===== src/tpk_pkg.sv =====
package tpk_pkg;
  // Data and address widths of the register port, and width of the dead band length
  localparam int unsigned DW = 16;
  localparam int unsigned AW = 3;
  localparam int unsigned DBL_W = 4;
  // Register offsets
  localparam logic [2:0] ADDR_CFG_PRI = 3'h0;
  localparam logic [2:0] ADDR_CFG_SEC = 3'h1;
  localparam logic [2:0] ADDR_PERIOD = 3'h2;
  localparam logic [2:0] ADDR_CNT_CMP = 3'h3;
  localparam logic [2:0] ADDR_CAPTURE = 3'h4;
  localparam logic [2:0] ADDR_STATUS = 3'h5;
  // Fields of timer_config_primary
  localparam int unsigned CP_EN = 0;
  localparam int unsigned CP_SINGLE = 1;
  localparam int unsigned CP_MODE = 2;
  localparam int unsigned CP_BUF = 3;
  localparam int unsigned CP_DB = 4;
  localparam int unsigned CP_DBL_LSB = 8;
  // Fields of timer_config_secondary
  localparam int unsigned CS_TYPE_LSB = 0;
  localparam int unsigned CS_IRQ_SEL = 3;
  localparam int unsigned CS_SUB_LSB = 4;
  // Fields of timer_status_mask
  localparam int unsigned SR_FLAG_LSB = 0;
  localparam int unsigned SR_MASK_LSB = 4;
  localparam int unsigned NIRQ = 4;
  // Interrupt source indices
  localparam int unsigned IRQ_TC = 0;
  localparam int unsigned IRQ_CMP = 1;
  localparam int unsigned IRQ_EN = 2;
  localparam int unsigned IRQ_STOP = 3;
  // Reset value of the period, and other fixed constants
  localparam logic [15:0] PER_RST = 16'hffff;
  localparam logic [15:0] ZERO16 = 16'h0000;
  localparam logic [15:0] ONE16 = 16'h0001;
  localparam logic [3:0] DBL_ONE = 4'h1;
  localparam logic [3:0] DBL_ZERO = 4'h0;
  // Cycles the outputs stay forced after kill drops
  localparam logic [1:0] KILL_HOLD = 2'h1;
  localparam logic [1:0] KILL_ZERO = 2'h0;
  // Compare types
  typedef enum logic [2:0] {
    TPK_CMP_EQ, TPK_CMP_LT, TPK_CMP_LE, TPK_CMP_GT, TPK_CMP_GE
  } tpk_cmp_t;
  // Timer sub-modes outside comparator mode
  typedef enum logic [2:0] {
    TPK_SUB_FREE, TPK_SUB_CAPT, TPK_SUB_PWIDTH, TPK_SUB_PERIOD, TPK_SUB_IRQ
  } tpk_sub_t;
endpackage : tpk_pkg


===== src/tpk_timer.sv =====
// Added by the designer: strobed register access and the placing of the registers.
`timescale 1ns/1ps
`default_nettype none
module tpk_timer (
  input wire logic mclk,
  input wire logic rst,
  input wire logic [2:0] addr,
  input wire logic [15:0] wdata,
  input wire logic wr,
  input wire logic rd,
  output logic [15:0] rdata,
  input wire logic enable_pin,
  input wire logic kill,
  input wire logic wake_restore,
  output logic cmp_out,
  output logic tc_out,
  output logic irq
);
  // Register state of the block, apart from the kill hold and dead band units
  typedef struct packed {
    logic [15:0] cfg_pri; // timer_config_primary
    logic [15:0] cfg_sec; // timer_config_secondary
    logic [15:0] period; // Reload value
    logic [15:0] cmp_wr; // Compare value as written
    logic [15:0] cmp_act; // Compare value in use
    logic [15:0] count; // Down counter
    logic [15:0] capture; // Captured count
    logic [3:0] flags; // Sticky interrupt flags
    logic [3:0] mask; // Interrupt enables
    logic started; // Period mode saw first edge
    logic pin_q; // Previous enable pin level
    logic en_q; // Previous enable bit
    logic cmp_q; // Previous compare result
    logic [15:0] rdata; // Read answer
    logic irq; // Interrupt line
    logic cmp_out; // Compare pin
    logic tc_out; // Terminal count pin
  } tpk_tmr_st_t;

  tpk_tmr_st_t q;
  tpk_tmr_st_t d;

  // Decoded configuration
  logic en;
  logic single;
  logic comp_mode;
  logic buffered;
  logic db_en;
  logic irq_sel;
  logic [3:0] db_len;
  tpk_pkg::tpk_sub_t sub;
  tpk_pkg::tpk_cmp_t ctype;

  // Pin edges
  logic pin_rise;
  logic pin_fall;

  // Counting control
  logic gate;
  logic counting;
  logic tc;
  logic cmp_raw;

  // Kill and dead band results
  logic kill_block;
  logic db_p;
  logic db_n;

  // Bus write strobes per register
  logic wr_pri;
  logic wr_sec;
  logic wr_per;
  logic wr_cmp;
  logic wr_sr;

  // Event and stop terms
  logic [3:0] ev;
  logic stop;

  assign en = q.cfg_pri[tpk_pkg::CP_EN];
  assign single = q.cfg_pri[tpk_pkg::CP_SINGLE];
  assign comp_mode = q.cfg_pri[tpk_pkg::CP_MODE];
  assign buffered = q.cfg_pri[tpk_pkg::CP_BUF];
  assign db_en = q.cfg_pri[tpk_pkg::CP_DB] && comp_mode;
  assign db_len = q.cfg_pri[tpk_pkg::CP_DBL_LSB +: tpk_pkg::DBL_W];
  assign irq_sel = q.cfg_sec[tpk_pkg::CS_IRQ_SEL];
  assign sub = tpk_pkg::tpk_sub_t'(q.cfg_sec[tpk_pkg::CS_SUB_LSB +: 3]);
  assign ctype = tpk_pkg::tpk_cmp_t'(q.cfg_sec[tpk_pkg::CS_TYPE_LSB +: 3]);

  assign pin_rise = enable_pin && !q.pin_q;
  assign pin_fall = !enable_pin && q.pin_q;

  assign wr_pri = wr && (addr == tpk_pkg::ADDR_CFG_PRI);
  assign wr_sec = wr && (addr == tpk_pkg::ADDR_CFG_SEC);
  assign wr_per = wr && (addr == tpk_pkg::ADDR_PERIOD);
  assign wr_cmp = wr && (addr == tpk_pkg::ADDR_CNT_CMP);
  assign wr_sr = wr && (addr == tpk_pkg::ADDR_STATUS);

  // Which sub-mode lets the counter run
  always_comb begin
    if (comp_mode) begin
      gate = 1'b1;
    end else begin
      case (sub)
        tpk_pkg::TPK_SUB_PWIDTH: gate = enable_pin;
        tpk_pkg::TPK_SUB_PERIOD: gate = q.started;
        default: gate = 1'b1;
      endcase
    end
  end

  // Count only while enabled; this stands in for the gated block clock
  assign counting = en && gate;
  assign tc = counting && (q.count == tpk_pkg::ZERO16);

  // Match condition against the compare value in use
  always_comb begin
    case (ctype)
      tpk_pkg::TPK_CMP_EQ: cmp_raw = q.count == q.cmp_act;
      tpk_pkg::TPK_CMP_LT: cmp_raw = q.count < q.cmp_act;
      tpk_pkg::TPK_CMP_LE: cmp_raw = q.count <= q.cmp_act;
      tpk_pkg::TPK_CMP_GT: cmp_raw = q.count > q.cmp_act;
      tpk_pkg::TPK_CMP_GE: cmp_raw = q.count >= q.cmp_act;
      default: cmp_raw = 1'b0;
    endcase
  end

  // Kill release delay
  tpk_kill_hold u_kill (
    .mclk(mclk),
    .rst(rst),
    .kill(kill),
    .block(kill_block)
  );

  // Dead band splitter; a zero length passes the level straight on
  tpk_dead_band u_db (
    .mclk(mclk),
    .rst(rst),
    .cmp_in(comp_mode && en && cmp_raw),
    .freeze(kill_block),
    .length(db_en ? db_len : tpk_pkg::DBL_ZERO),
    .out_p(db_p),
    .out_n(db_n)
  );

  // Next-state logic of the block, apart from the kill hold and dead band units
  always_comb begin
    d = q;
    ev = '0;
    stop = 1'b0;
    d.pin_q = enable_pin;
    d.en_q = en;
    d.cmp_q = cmp_raw;

    // Register writes
    if (wr_pri) begin
      d.cfg_pri = wdata;
    end
    if (wr_sec) begin
      d.cfg_sec = wdata;
    end
    if (wr_per) begin
      d.period = wdata;
    end
    if (wr_cmp) begin
      // Shared address always writes the compare value
      d.cmp_wr = wdata;
    end
    if (wr_sr) begin
      d.mask = wdata[tpk_pkg::SR_MASK_LSB +: tpk_pkg::NIRQ];
    end

    // Unbuffered compare value follows the write at once
    if (!buffered) begin
      d.cmp_act = d.cmp_wr;
    end

    // Counter
    if (counting) begin
      if (tc) begin
        ev[tpk_pkg::IRQ_TC] = 1'b1;
        if (buffered) begin
          // New compare value only from the next period
          d.cmp_act = d.cmp_wr;
        end
        if (single) begin
          // No reload, the block stops here
          stop = 1'b1;
        end else begin
          d.count = q.period;
        end
      end else begin
        d.count = q.count - tpk_pkg::ONE16;
      end
    end

    // Compare event on a rising match
    if (comp_mode && counting && cmp_raw && !q.cmp_q) begin
      ev[tpk_pkg::IRQ_CMP] = 1'b1;
    end

    // Timer sub-modes driven by the enable pin
    if (!comp_mode && en) begin
      case (sub)
        tpk_pkg::TPK_SUB_CAPT: begin
          if (pin_rise) begin
            d.capture = q.count;
            ev[tpk_pkg::IRQ_CMP] = 1'b1;
          end
        end
        tpk_pkg::TPK_SUB_PWIDTH: begin
          if (pin_fall) begin
            d.capture = q.count;
            ev[tpk_pkg::IRQ_CMP] = 1'b1;
            stop = stop || single;
          end
        end
        tpk_pkg::TPK_SUB_PERIOD: begin
          if (pin_rise) begin
            if (!q.started) begin
              // First edge starts the measurement
              d.started = 1'b1;
              d.count = q.period;
            end else begin
              d.capture = q.count;
              ev[tpk_pkg::IRQ_CMP] = 1'b1;
              stop = stop || single;
            end
          end
        end
        default: begin
          // Free run and stop-on-interrupt need no pin action
        end
      endcase
    end

    // Enable event from the rising enable bit
    if (en && !q.en_q) begin
      ev[tpk_pkg::IRQ_EN] = 1'b1;
    end

    // Stop-on-interrupt ends on any enabled source
    if (!comp_mode && en && sub == tpk_pkg::TPK_SUB_IRQ) begin
      if ((ev & q.mask) != '0) begin
        stop = 1'b1;
      end
    end

    // Hardware stop clears the enable bit until software sets it again
    if (stop) begin
      ev[tpk_pkg::IRQ_STOP] = 1'b1;
      d.started = 1'b0;
      if (!(wr_pri && wdata[tpk_pkg::CP_EN])) begin
        d.cfg_pri[tpk_pkg::CP_EN] = 1'b0;
      end
    end
    if (!d.cfg_pri[tpk_pkg::CP_EN]) begin
      d.started = 1'b0;
    end

    // Sticky flags: write one clears, a new event wins the same cycle
    if (wr_sr) begin
      d.flags = q.flags & ~wdata[tpk_pkg::SR_FLAG_LSB +: tpk_pkg::NIRQ];
    end
    d.flags = d.flags | ev;

    // Interrupt line
    if (irq_sel) begin
      // Level while any enabled flag stays set
      d.irq = (d.flags & q.mask) != '0;
    end else begin
      // One pulse per occurrence, no wait for clearing
      d.irq = (ev & q.mask) != '0;
    end

    // Count is not kept across a wake from low power
    if (wake_restore) begin
      d.count = tpk_pkg::ZERO16;
    end

    // Pin outputs
    if (kill_block && comp_mode) begin
      d.cmp_out = 1'b0;
      d.tc_out = 1'b0;
    end else if (comp_mode) begin
      d.cmp_out = db_p;
      d.tc_out = db_en ? db_n : tc;
    end else begin
      d.cmp_out = 1'b0;
      d.tc_out = tc;
    end

    // Read answer, one cycle after the strobe
    d.rdata = tpk_pkg::ZERO16;
    if (rd) begin
      case (addr)
        tpk_pkg::ADDR_CFG_PRI: d.rdata = q.cfg_pri;
        tpk_pkg::ADDR_CFG_SEC: d.rdata = q.cfg_sec;
        tpk_pkg::ADDR_PERIOD: d.rdata = q.period;
        tpk_pkg::ADDR_CNT_CMP: begin
          // Count cannot be seen in comparator mode
          d.rdata = comp_mode ? q.cmp_wr : q.count;
        end
        tpk_pkg::ADDR_CAPTURE: d.rdata = q.capture;
        tpk_pkg::ADDR_STATUS: begin
          d.rdata[tpk_pkg::SR_FLAG_LSB +: tpk_pkg::NIRQ] = q.flags;
          d.rdata[tpk_pkg::SR_MASK_LSB +: tpk_pkg::NIRQ] = q.mask;
        end
        default: d.rdata = tpk_pkg::ZERO16;
      endcase
    end
  end

  // State register; the kill source keeps kill high a full cycle
  always_ff @(posedge mclk) begin
    if (rst) begin
      q <= '0;
      q.period <= tpk_pkg::PER_RST;
    end else begin
      q <= d;
    end
  end

  assign rdata = q.rdata;
  assign cmp_out = q.cmp_out;
  assign tc_out = q.tc_out;
  assign irq = q.irq;

endmodule : tpk_timer
`default_nettype wire


===== src/tpk_kill_hold.sv =====
`timescale 1ns/1ps
`default_nettype none
// Stretches the kill input so outputs come back a fixed time after release
module tpk_kill_hold (
  input wire logic mclk,
  input wire logic rst,
  input wire logic kill,
  output logic block
);
  typedef struct packed {
    logic [1:0] hold; // Cycles left after release
  } tpk_kh_st_t;
  tpk_kh_st_t q;
  tpk_kh_st_t d;
  // Kill takes effect at once, release is delayed
  assign block = kill || (q.hold != tpk_pkg::KILL_ZERO);
  // Next-state logic
  always_comb begin
    d = q;
    if (kill) begin
      d.hold = tpk_pkg::KILL_HOLD;
    end else if (q.hold != tpk_pkg::KILL_ZERO) begin
      d.hold = q.hold - 2'h1;
    end
  end
  // State register
  always_ff @(posedge mclk) begin
    if (rst) begin
      q <= '0;
    end else begin
      q <= d;
    end
  end
endmodule : tpk_kill_hold
`default_nettype wire


===== src/tpk_dead_band.sv =====
`timescale 1ns/1ps
`default_nettype none
// Splits one compare level into two non-overlapping outputs
module tpk_dead_band (
  input wire logic mclk,
  input wire logic rst,
  input wire logic cmp_in,
  input wire logic freeze,
  input wire logic [3:0] length,
  output logic out_p,
  output logic out_n
);
  typedef struct packed {
    logic prev; // Last seen compare level
    logic [3:0] cnt; // Dead time still to run
    logic target; // Level to show when time ends
    logic p; // True output
    logic n; // Complement output
  } tpk_db_st_t;
  tpk_db_st_t q;
  tpk_db_st_t d;
  assign out_p = q.p;
  assign out_n = q.n;
  // Edges are always tracked so edges seen while frozen are lost
  always_comb begin
    d = q;
    d.prev = cmp_in;
    if (!freeze) begin
      if (q.cnt != tpk_pkg::DBL_ZERO) begin
        // Changes while counting are ignored
        d.cnt = q.cnt - tpk_pkg::DBL_ONE;
        if (q.cnt == tpk_pkg::DBL_ONE) begin
          d.p = q.target;
          d.n = ~q.target;
        end
      end else if (cmp_in != q.prev) begin
        if (length == tpk_pkg::DBL_ZERO) begin
          // No dead time: follow directly
          d.p = cmp_in;
          d.n = ~cmp_in;
        end else begin
          // Both low for the dead time
          d.p = 1'b0;
          d.n = 1'b0;
          d.cnt = length;
          d.target = cmp_in;
        end
      end
    end
  end
  // State register, complement idles high
  always_ff @(posedge mclk) begin
    if (rst) begin
      q <= '0;
      q.n <= 1'b1;
    end else begin
      q <= d;
    end
  end
endmodule : tpk_dead_band
`default_nettype wire


===== config.mk =====
export PLATFORM = sky130hd
export DESIGN_NAME = tpk_timer
export DESIGN_NICKNAME = d
export VERILOG_FILES = /design/src/tpk_pkg.sv /design/src/tpk_timer.sv /design/src/tpk_kill_hold.sv /design/src/tpk_dead_band.sv
export SDC_FILE = /design/constraint.sdc
export NUM_CORES = 1
export LEC_CHECK = 0
export BUFFER_PORTS_ARGS = -buffer_cell sky130_fd_sc_hd__buf_2
export CORE_MARGIN = 4
export CORE_UTILIZATION = 55
export DETAILED_ROUTE_END_ITERATION = 10
export HOLD_SLACK_MARGIN = 0.03
export PLACE_DENSITY = 0.75
export SYNTH_ARGS = -nofsm -noshare
export SYNTH_HDL_FRONTEND = slang
export SYNTH_HIERARCHICAL = 1
export SYNTH_SLANG_ARGS = --single-unit

===== constraint.sdc =====
create_clock -name mclk -period 4.25 [get_ports mclk]
set_clock_uncertainty 0.05 [all_clocks]
set_input_delay 0.85 -clock mclk [delete_from_list [all_inputs] [get_ports mclk]]
set_output_delay 0.85 -clock mclk [all_outputs]
set_load 0.02 [all_outputs]

==> flow_metrics.env, run 1 <==
export IMPL_critPathKind="flop to flop"
export IMPL_drv_cap=0
export IMPL_drtAntennaViolNets=0
export IMPL_diodes=0
export IMPL_clockBufferDepth=2
export IMPL_yosysUniqueCellTypes=68
export IMPL_yosysWarningCount=6
export IMPL_clk_pin_slew_ps=70
export IMPL_area_growth_pct=9.95
export IMPL_antenna_found_initial=0
export IMPL_rsz0062_at_grt="false"
export IMPL_status="finished, final reports clean"
export IMPL_fin_area_mm2=0.00851
export IMPL_design_core_area_mm2=0.0138
export IMPL_postCtsSetupBuffers=0
export IMPL_drtIter0Drc=975
export IMPL_wl_per_cell_um=20.1
export IMPL_postSynth_asyncResetShare_pct=0
export IMPL_fmax_mhz=258
export IMPL_grt_pass1_wl_um=36800
export IMPL_cp_arrival_ps=4140
export IMPL_ys_seq_area_share_pct=39.6
export IMPL_io_pins=45
export IMPL_num_vias=7306
export IMPL_synthFlopType="dfxtp_1"
export IMPL_gp_congestion=0.943
export IMPL_wirelength_um=23400
export IMPL_period_minus_slack_ps=3870
export IMPL_h_tree_depth=4
export IMPL_track_usage_pct=29.3
export IMPL_cts_sinks=153
export IMPL_tightestPinTransition_ps=946
export IMPL_overflow=0
export IMPL_power_leakage_nw=3.32
export IMPL_synth_seq_cells=153
export IMPL_setup_viol=0
export IMPL_die_h_um=127
export IMPL_required_ps=4520
export IMPL_grt_pass1_vias=6802
export IMPL_slew_headroom_pct=36.7
export IMPL_portBuffers=44
export IMPL_postCtsResizedCells=0
export IMPL_initial_core_util_pct=55.9
export IMPL_dpl_hpwl_um=15800
export IMPL_core_rowCount=43
export IMPL_finalHoldViolations=0
export IMPL_syn_inst=974
export IMPL_cts_root_buf="clkbuf_16"
export IMPL_grt_max_degree=73
export IMPL_syn_mean_instance_area_um2=7.94
export IMPL_end_kind="flop"
export IMPL_path_max_fanout=8
export IMPL_slew_violations=0
export IMPL_worstSkewPairLatency_ps=440
export IMPL_worst_setup_path_start_kind="flop"
export IMPL_hold_path_class="flop to flop"
export IMPL_place_area_mm2=0.00790
export IMPL_cts_made_buffers=17
export IMPL_drcViolationCount=0
export IMPL_drive_above_1_share_pct=11.3
export IMPL_firstDrtPassIters=6
export IMPL_ir_drop_uv=282
export IMPL_cts_hold_buf=0
export IMPL_syn_cell_area_mm2=0.00774
export IMPL_die_w_um=127
export IMPL_cts_tree="done"
export IMPL_fin_nets=1017
export IMPL_powerDensity_mw_per_mm2=392
export IMPL_synth_edf_count=0
export IMPL_via_per_inst=6.28
export IMPL_finalSetupTns_ps=0
export IMPL_finalCritPeriodShare_pct=91.2
export IMPL_dieArea_mm2=0.0160
export IMPL_syn_nets=1020
export IMPL_fin_hold_ws_ps=403
cell usage in the layout, fill, tap and decap left out, types with 20 or more instances in the layout:
| master | n |
|---|---|
| o21ai_0 | 32 |
| nor2_1 | 110 |
| a211oi_1 | 22 |
| ha_1 | 20 |
| inv_1 | 29 |
| dfxtp_1 | 153 |
| mux2i_1 | 49 |
| nand3_1 | 33 |
| buf_2 | 43 |
| a21oi_1 | 101 |
| nand2_1 | 156 |
kinds of logic (layout without fill, tap and decap cells):
group                    Yosys count  after routing  synth area share [%]
flip-flops                       153            153                  39.6
buffers and inverters            107            117                  6.24
XOR/XNOR                           4              4                 0.453
multiplexers                      56             56                  7.80
AND/OR/NAND/NOR                  415            415                  25.1
AO/OA/AOI/OAI                    219            219                  17.5
adder cells (fa/ha/maj)           20             20                  3.23
synth_stat cells, types with 3 or more instances:
master    number  area share, %
inv_1         29            1.4
a311oi_1       3           0.34
mux2i_1       49            6.3
a22oi_1        3           0.29
a31o_2         3           0.34
nand2_1      156            7.6
and3_1         8           0.65
or3_1          6           0.49
o211ai_1       8           0.78
nand3_1       33            2.1
nand3b_1      18            1.7
a211oi_1      22            2.1
nor4_1         4           0.32
clkbuf_1      52            2.5
dfxtp_1      153             40
o22ai_1        6           0.49
buf_4         19            1.8
a21oi_1      101            6.5
a31oi_1        6           0.49
a221oi_1       4           0.45
mux2_2         4           0.58
nand2b_1      16            1.3
o41a_1         3           0.44
ha_1          20            3.2
buf_1          4           0.19
mux4_2         3           0.87
nor2b_1       16            1.3
nor3_1        18            1.2
nand4_1        8           0.65
nor2_1       110            5.3
and2_1         4           0.32
o21ai_0       32            2.1
o31ai_1        5           0.49
worst paths after layout:
check	start	to	slack (ps)	depth (start not counted)
min	q[36]$_SDFFE_PP0P_	q[36]$_SDFFE_PP0P_	400	2
max	q[62]$_SDFF_PP0_	u_db/out_n$_SDFFE_PP1P_	380	13
min reg2reg	q[36]$_SDFFE_PP0P_	q[36]$_SDFFE_PP0P_	400	2
max reg2reg	q[62]$_SDFF_PP0_	u_db/out_n$_SDFFE_PP1P_	380	13
stage by stage:
stage	total power (W)	instances	util, %	worst slack [ps]
after global routing	0.00344	1164	61.5	225
after floorplan	0.00171	974	-	1150
final	0.00334	1164	61.5	375
after CTS	0.00334	1164	61.5	589
after global placement	0.00179	1132	57.1	768
after detailed placement	0.00180	1132	57.1	584
critical path, cell delays in order, from the launching register on:
cell,delay [ps]
dfxtp_1,390
ha_1,360
nand4_1,210
nor4_1,570
o21ai_0,220
nand3_1,200
nand4_1,130
and3_1,190
o22a_1,190
nor2_1,360
xnor2_1,200
a211oi_2,340
nor4b_1,270
nor2_1,70
cell type report:
type	instances	area, um2
inverter	29	109
clock inverter	12	139
multi-input combinational	714	4190
sequential	153	3060
fill	1232	5320
timing repair buffer	56	313
clock buffer	20	467
tap	180	225
metal layers:
metal  vias up  routed length [um]  share of wire [%]  track usage [%]
li1       3384                   -                  -                -
met1      3383                9220                 39             37.9
met2       437               10600                 46             45.4
met3       102                2140                9.2             6.57
met4         0                1370                5.9             16.5
met5         -                   0                  0                0
state kept, by name (all words and copies together) (netlist names):
| signal | count |
|---|---|
| buffered | 1 |
| cmp_out | 1 |
| comp_mode | 1 |
| ctype | 3 |
| d | 1 |
| db_len | 4 |
| irq | 1 |
| irq_sel | 1 |
| q | 113 |
| rdata | 16 |
| tc_out | 1 |
| u_db/out_n | 1 |
| u_db/out_p | 1 |
| u_db/q | 6 |
| u_kill/q | 2 |
power breakdown:
part / internal (W) / switching [W] / total, W
clock: 0.000918 / 0.000642 / 0.00156
combinational: 0.0000978 / 0.000188 / 0.000285
sequential: 0.00147 / 0.0000276 / 0.00149
total: 0.00248 / 0.000857 / 0.00334
(Power assumes the default switching activity.)
==> inputs of run 2 (changes only) <==
--- a/config.mk
+++ b/config.mk
@@ -11,3 +11,3 @@
 export DETAILED_ROUTE_END_ITERATION = 10
-export HOLD_SLACK_MARGIN = 0.03
+export HOLD_SLACK_MARGIN = 0.02
 export PLACE_DENSITY = 0.75
==> constraint.sdc (replaced) <==
create_clock -name mclk -period 4.25 [get_ports mclk]
set_clock_uncertainty 0.05 [all_clocks]
set_input_delay 0.2125 -clock mclk [delete_from_list [all_inputs] [get_ports mclk]]
set_output_delay 0.2125 -clock mclk [all_outputs]
set_load 0.02 [all_outputs]
==> flow_metrics.env, run 2 (synthesized netlist as in run 1, its figures left out) <==
export IMPL_grt_pass1_wl_um=35300
export IMPL_seqPwrFrac_pct=44.5
export IMPL_hold_path_class="primary input to flop"
export IMPL_end_kind="flop"
export IMPL_worst_slack_ps=509
export IMPL_reg2reg_depth=13
export IMPL_portBuffers=44
export IMPL_num_vias=7208
export IMPL_max_stage_delay_ps=460
export IMPL_drtAntennaViolNets=0
export IMPL_worst_setup_path_start_kind="flop"
export IMPL_busiest_layer="met2"
export IMPL_design_core_area_mm2=0.0138
export IMPL_firstDrtPassIters=7
export IMPL_pwr_share_comb_pct=8.6
export IMPL_largest_register="q"
export IMPL_diodes=0
export IMPL_fillers=1216
export IMPL_cp_cell_sequence="ha_1, nand4_1, nor4_1, o21ai_0, nand3_1, nand4_1, and3_1, o22a_1, nor2_1, xnor2_1, a211oi_2, nor4b_1, nor2_1"
export IMPL_final_cell_mix="nand2_1 (156), dfxtp_1 (153), nor2_1 (110)"
export IMPL_core_rowCount=43
export IMPL_hold_depth=3
export IMPL_antenna_found_initial=0
export IMPL_fmax_mhz=267
export IMPL_largest_reg_flops=113
export IMPL_setup_viol=0
export IMPL_pre_cts_ws_ps=562
export IMPL_slew_headroom_pct=36.9
export IMPL_clk_pin_slew_ps=60
export IMPL_initial_core_util_pct=55.9
export IMPL_finalHoldViolations=0
export IMPL_overflow=0
export IMPL_drv_cap=0
export IMPL_postCtsSetupBuffers=0
export IMPL_dpl_hpwl_um=15500
export IMPL_area_growth_pct=11.5
export IMPL_p_int_w=0.00251
export IMPL_wl_per_cell_um=19.1
export IMPL_met2_usage_pct=44.0
export IMPL_cp_arrival_ps=4010
export IMPL_tightestPinTransition_ps=944
export IMPL_grt_use_met3_pct=6.40
export IMPL_sw_frac_of_total_pct=25.2
export IMPL_switchingPower_w=0.000844
export IMPL_cp_slowest_cell="nor4_1"
export IMPL_status="finished, final reports clean"
export IMPL_clock_power_share_pct=46.9
export IMPL_met1_usage_pct=36.0
export IMPL_via_per_inst=6.13
export IMPL_die_h_um=127
export IMPL_ir_drop_uv=373
export IMPL_layout_commonest_cell="nand2_1"
export IMPL_track_usage_pct=27.9
export IMPL_drtIter0Drc=902
export IMPL_drcViolationCount=0
export IMPL_gp_congestion=0.974
export IMPL_h_tree_depth=4
export IMPL_power_leakage_nw=3.38
export IMPL_grt_max_degree=79
export IMPL_clockBufferDepth=2
export IMPL_grt_pass1_vias=6641
export IMPL_cts_root_buf="clkbuf_16"
export IMPL_finalSetupTns_ps=0
export IMPL_rsz0062_at_grt="false"
export IMPL_slew_violations=0
export IMPL_io_pins=45
export IMPL_die_w_um=127
export IMPL_fin_nets=1029
export IMPL_dieArea_mm2=0.0160
export IMPL_cts_tree="done"
export IMPL_finalCritPeriodShare_pct=88.0
export IMPL_critPathKind="flop to flop"
export IMPL_path_max_fanout=8
export IMPL_cts_made_buffers=17
export IMPL_wirelength_um=22500
export IMPL_drive_above_1_share_pct=11.3
export IMPL_worstSkewPairLatency_ps=430
export IMPL_period_minus_slack_ps=3740
export IMPL_powerDensity_mw_per_mm2=389
export IMPL_cts_sinks=153
export IMPL_required_ps=4520
[run 2: repair_timing]
action	4_1_cts	5_1_grt
resized for setup	0	0
hold endpoints to repair	19	0
hold buffers	10	0
[run 2: worst max-delay path, delay by kind of cell, from the launching register on]
kind | cells | cell delay [ps]
simple gates | 8 | 1910
fa+ha+maj | 1 | 340
compound gates | 3 | 740
xor+xnor | 1 | 210
flops | 1 | 380
[run 2: power groups by stage]
stage          Clock [W]  Combinational [W]  Sequential [W]
2_1_floorplan          0           0.000200         0.00151
3_3_place_gp           0           0.000273         0.00152
3_5_place_dp           0           0.000275         0.00152
4_1_cts          0.00158           0.000285         0.00149
5_1_grt          0.00164           0.000318         0.00149
6_report         0.00157           0.000289         0.00149
[run 2: layout make-up]
cell class / count / area, um2 / area share (%)
clock buffers: 18 / 439 / 5.09
multi-input cells: 714 / 4190 / 48.6
flip-flops and latches: 153 / 3060 / 35.5
well taps: 180 / 225 / 2.61
inverters: 29 / 109 / 1.26
repair buffers: 68 / 428 / 4.96
clock inverters: 14 / 171 / 1.99
[run 2: worst paths after layout]
kind,startpoint,end,slack [ps]
min,wdata[7],q[118]$_SDFFE_PP0P_,30
max,q[62]$_SDFF_PP0_,u_db/out_n$_SDFFE_PP1P_,510
min reg2reg,q[35]$_SDFFE_PP0P_,q[35]$_SDFFE_PP0P_,400
max reg2reg,q[62]$_SDFF_PP0_,u_db/out_n$_SDFFE_PP1P_,510
[run 2: per-stage QoR]
step | total power, W | instances | util [%] | hold slack [ps] | instance area, um2
after floorplan | 0.00171 | 974 | - | 232 | 7740
after detailed placement | 0.00180 | 1134 | 57.2 | 356 | 7920
final | 0.00335 | 1176 | 62.4 | 33.8 | 8630
after CTS | 0.00335 | 1176 | 62.4 | 27.7 | 8630
after global routing | 0.00345 | 1176 | 62.4 | 46.2 | 8630
after global placement | 0.00179 | 1134 | 57.2 | 356 | 7920
[run 2: routing by layer]
layer	share of wire, %	wire length, um
met1	41	9170
met3	9.0	2030
met2	45	10200
met5	0	0
met4	4.8	1090
==> inputs of run 3 (changes only) <==
ABC_AREA = 1   (was unset)
CORE_UTILIZATION = 35   (was 55)
PLACE_DENSITY = 0.53   (was 0.75)
==> flow_metrics.env, run 3 <==
export IMPL_grt_pass1_wl_um=39400
export IMPL_finalHoldViolations=0
export IMPL_grt_pass1_vias=6883
export IMPL_setup_viol=0
export IMPL_sw_frac_of_total_pct=25.6
export IMPL_drtIter0Drc=590
export IMPL_slew_violations=0
export IMPL_cts_made_buffers=17
export IMPL_finalCritPeriodShare_pct=69.9
export IMPL_yosysUniqueCellTypes=50
export IMPL_critPathLaunch="q[47]$_SDFF_PP0_"
export IMPL_worst_slack_ps=1280
export IMPL_pre_cts_ws_ps=1350
export IMPL_postCtsResizedCells=0
export IMPL_synth_seq_cells=153
export IMPL_ir_drop_uv=247
export IMPL_ys_seq_area_share_pct=39.1
export IMPL_fin_area_mm2=0.00875
export IMPL_fmax_mhz=337
export IMPL_synthFlopType="dfxtp_1"
export IMPL_overflow=0
export IMPL_synth_top_area_cell="dfxtp_1"
export IMPL_p_int_w=0.00247
export IMPL_die_w_um=158
export IMPL_synth_edf_count=0
export IMPL_fin_util_pct=40.0
export IMPL_syn_nets=1126
export IMPL_synth_commonest_cells="nand2_1 (175), dfxtp_1 (153), inv_1 (132)"
export IMPL_drtAntennaViolNets=0
export IMPL_final_cell_mix="nand2_1 (175), dfxtp_1 (153), inv_1 (132)"
export IMPL_diodes=0
export IMPL_crit_reg2reg_launch="q[47]$_SDFF_PP0_"
export IMPL_syn_cell_area_mm2=0.00783
export IMPL_cts_tree="done"
export IMPL_yosysWarningCount=6
export IMPL_wirelength_um=25000
export IMPL_syn_mean_instance_area_um2=7.25
export IMPL_num_vias=7230
export IMPL_clock_power_share_pct=45.6
export IMPL_power_w=0.00332
export IMPL_area_growth_pct=11.8
export IMPL_portBuffers=44
export IMPL_syn_inst=1080
export IMPL_io_pins=45
export IMPL_dieArea_mm2=0.0248
export IMPL_wl_per_cell_um=18.0
export IMPL_hold_path_class="primary input to flop"
export IMPL_worst_setup_path_start_kind="flop"
export IMPL_grt_use_met3_pct=3.00
export IMPL_cts_root_buf="clkbuf_16"
export IMPL_h_tree_depth=4
export IMPL_status="finished, final reports clean"
export IMPL_required_ps=4560
export IMPL_core_rowCount=54
export IMPL_critPathKind="flop to flop"
export IMPL_tightestPinTransition_ps=1090
export IMPL_fin_nets=1139
export IMPL_grt_max_degree=45
export IMPL_yosysTopAreaCellShare_pct=39.1
export IMPL_min_from="wdata[11]"
export IMPL_dpl_hpwl_um=17700
export IMPL_rsz0062_at_grt="false"
export IMPL_powerDensity_mw_per_mm2=380
export IMPL_clockBufferDepth=2
export IMPL_seqPwrFrac_pct=45.0
export IMPL_initial_core_util_pct=35.8
export IMPL_clk_pin_slew_ps=60
export IMPL_postSynth_asyncResetShare_pct=0
export IMPL_drive_above_1_share_pct=12.0
export IMPL_place_area_mm2=0.00814
export IMPL_met1_usage_pct=28.8
export IMPL_largest_register="q"
export IMPL_worstSkewPairLatency_ps=430
export IMPL_die_h_um=158
export IMPL_drcViolationCount=0
export IMPL_drv_cap=0
export IMPL_gp_congestion=0.874
export IMPL_firstDrtPassIters=5
export IMPL_slew_headroom_pct=27.0
export IMPL_antenna_found_initial=0
export IMPL_busiest_layer="met2"
export IMPL_synthMostInstantiatedCell="nand2_1"
export IMPL_path_max_fanout=6
export IMPL_design_core_area_mm2=0.0219
export IMPL_layout_commonest_cell="nand2_1"
export IMPL_cts_sinks=153
export IMPL_largest_reg_flops=113
export IMPL_pwr_share_comb_pct=9.4
export IMPL_power_leakage_nw=3.60
export IMPL_end_kind="flop"
export IMPL_via_per_inst=5.22
export IMPL_track_usage_pct=20.7
export IMPL_switchingPower_w=0.000851
export IMPL_cp_arrival_ps=3280
export IMPL_finalSetupTns_ps=0
export IMPL_period_minus_slack_ps=2970
export IMPL_synth_area_leaders="dfxtp_1 (39%), nand2_1 (8.4%), o21ai_0 (7.0%), inv_1 (6.3%), a21oi_1 (5.6%)"
export IMPL_met2_usage_pct=33.6
[run 3: changes by cell type in the layout (fill, tap and decap cells not counted), sizes merged, moves of 14 or more]
cell,previous run,this run
nor2,110,128
mux2i,49,12
inv,31,144
nand2,157,190
nand3b,18,0
a31oi,6,22
nand2b,16,0
o21ai,35,127
a21oi,102,88
nor3,21,7
nor2b,16,0
[run 3: power groups by stage]
stage          Sequential [W]  Clock [W]  Combinational (W)
6_report              0.00149    0.00152           0.000312
5_1_grt               0.00150    0.00159           0.000348
4_1_cts               0.00149    0.00153           0.000312
3_5_place_dp          0.00153          0           0.000308
3_3_place_gp          0.00153          0           0.000308
2_1_floorplan         0.00152          0           0.000209
[run 3: layout make-up]
class	instances	area, um2
fillers	2319	13100
well taps	280	350
flip-flops and latches	153	3060
clock buffers	24	482
inverters	145	547
repair buffers	57	328
multi-input cells	719	3890
clock inverters	6	90.1
[run 3: kinds of logic (layout without fill, tap and decap cells)]
kind of cell	after synthesis	in the layout	synth area share [%]
mux	12	12	1.53
flops	153	153	39.1
simple gates	366	366	20.9
xor+xnor	4	4	0.448
compound gates	317	317	23.5
fa+ha+maj	20	20	3.20
buf+inv	208	232	11.2
[run 3: final timing paths]
path / endpoint / cells after the start / slack (ps)
setup / recovery: u_db/q[3]$_SDFFE_PP0P_ / 20 / 1280
hold / removal: q[106]$_SDFFE_PP1P_ / 3 / 40
setup reg to reg: u_db/q[3]$_SDFFE_PP0P_ / 20 / 1280
hold reg to reg: q[44]$_SDFFE_PP0P_ / 2 / 420
[run 3: repair_timing]
| item | in CTS | in global routing |
|---|---|---|
| hold buffers | 4 | 0 |
| setup endpoints to repair | 0 | 0 |
| hold endpoints to repair | 4 | 0 |
| setup buffers | 0 | 0 |
[run 3: critical path: stages (launching register included)]
cell and delay [ps]:
dfxtp_1 450, inv_1 150, ha_1 300, nand3_1 80, nor3_1 300, nand2_1 240, a21oi_2 160, nand2_1 60
nand2_1 50, inv_1 40, nand2_2 50, inv_1 50, nor2_1 220, inv_2 100, nand2_2 100, nand3_1 120
nand2_4 110, nand2_4 70, nand2_1 60, nand2_1 40, nor2_1 100
[run 3: metrics by stage]
stage / std cells / hold WS, ps
3_3_place_gp: 1350 / 401
6_report: 1384 / 39.1
5_1_grt: 1384 / 40.6
4_1_cts: 1384 / 25.2
3_5_place_dp: 1350 / 404
2_1_floorplan: 1080 / 235
[run 3: routing by layer]
layer / share of wire [%] / vias up / wire length, um
li1: - / 3620 / -
met4: 1.7 / 0 / 427
met1: 48 / 3387 / 11900
met3: 4.3 / 28 / 1070
met5: 0 / - / 0
met2: 46 / 195 / 11600
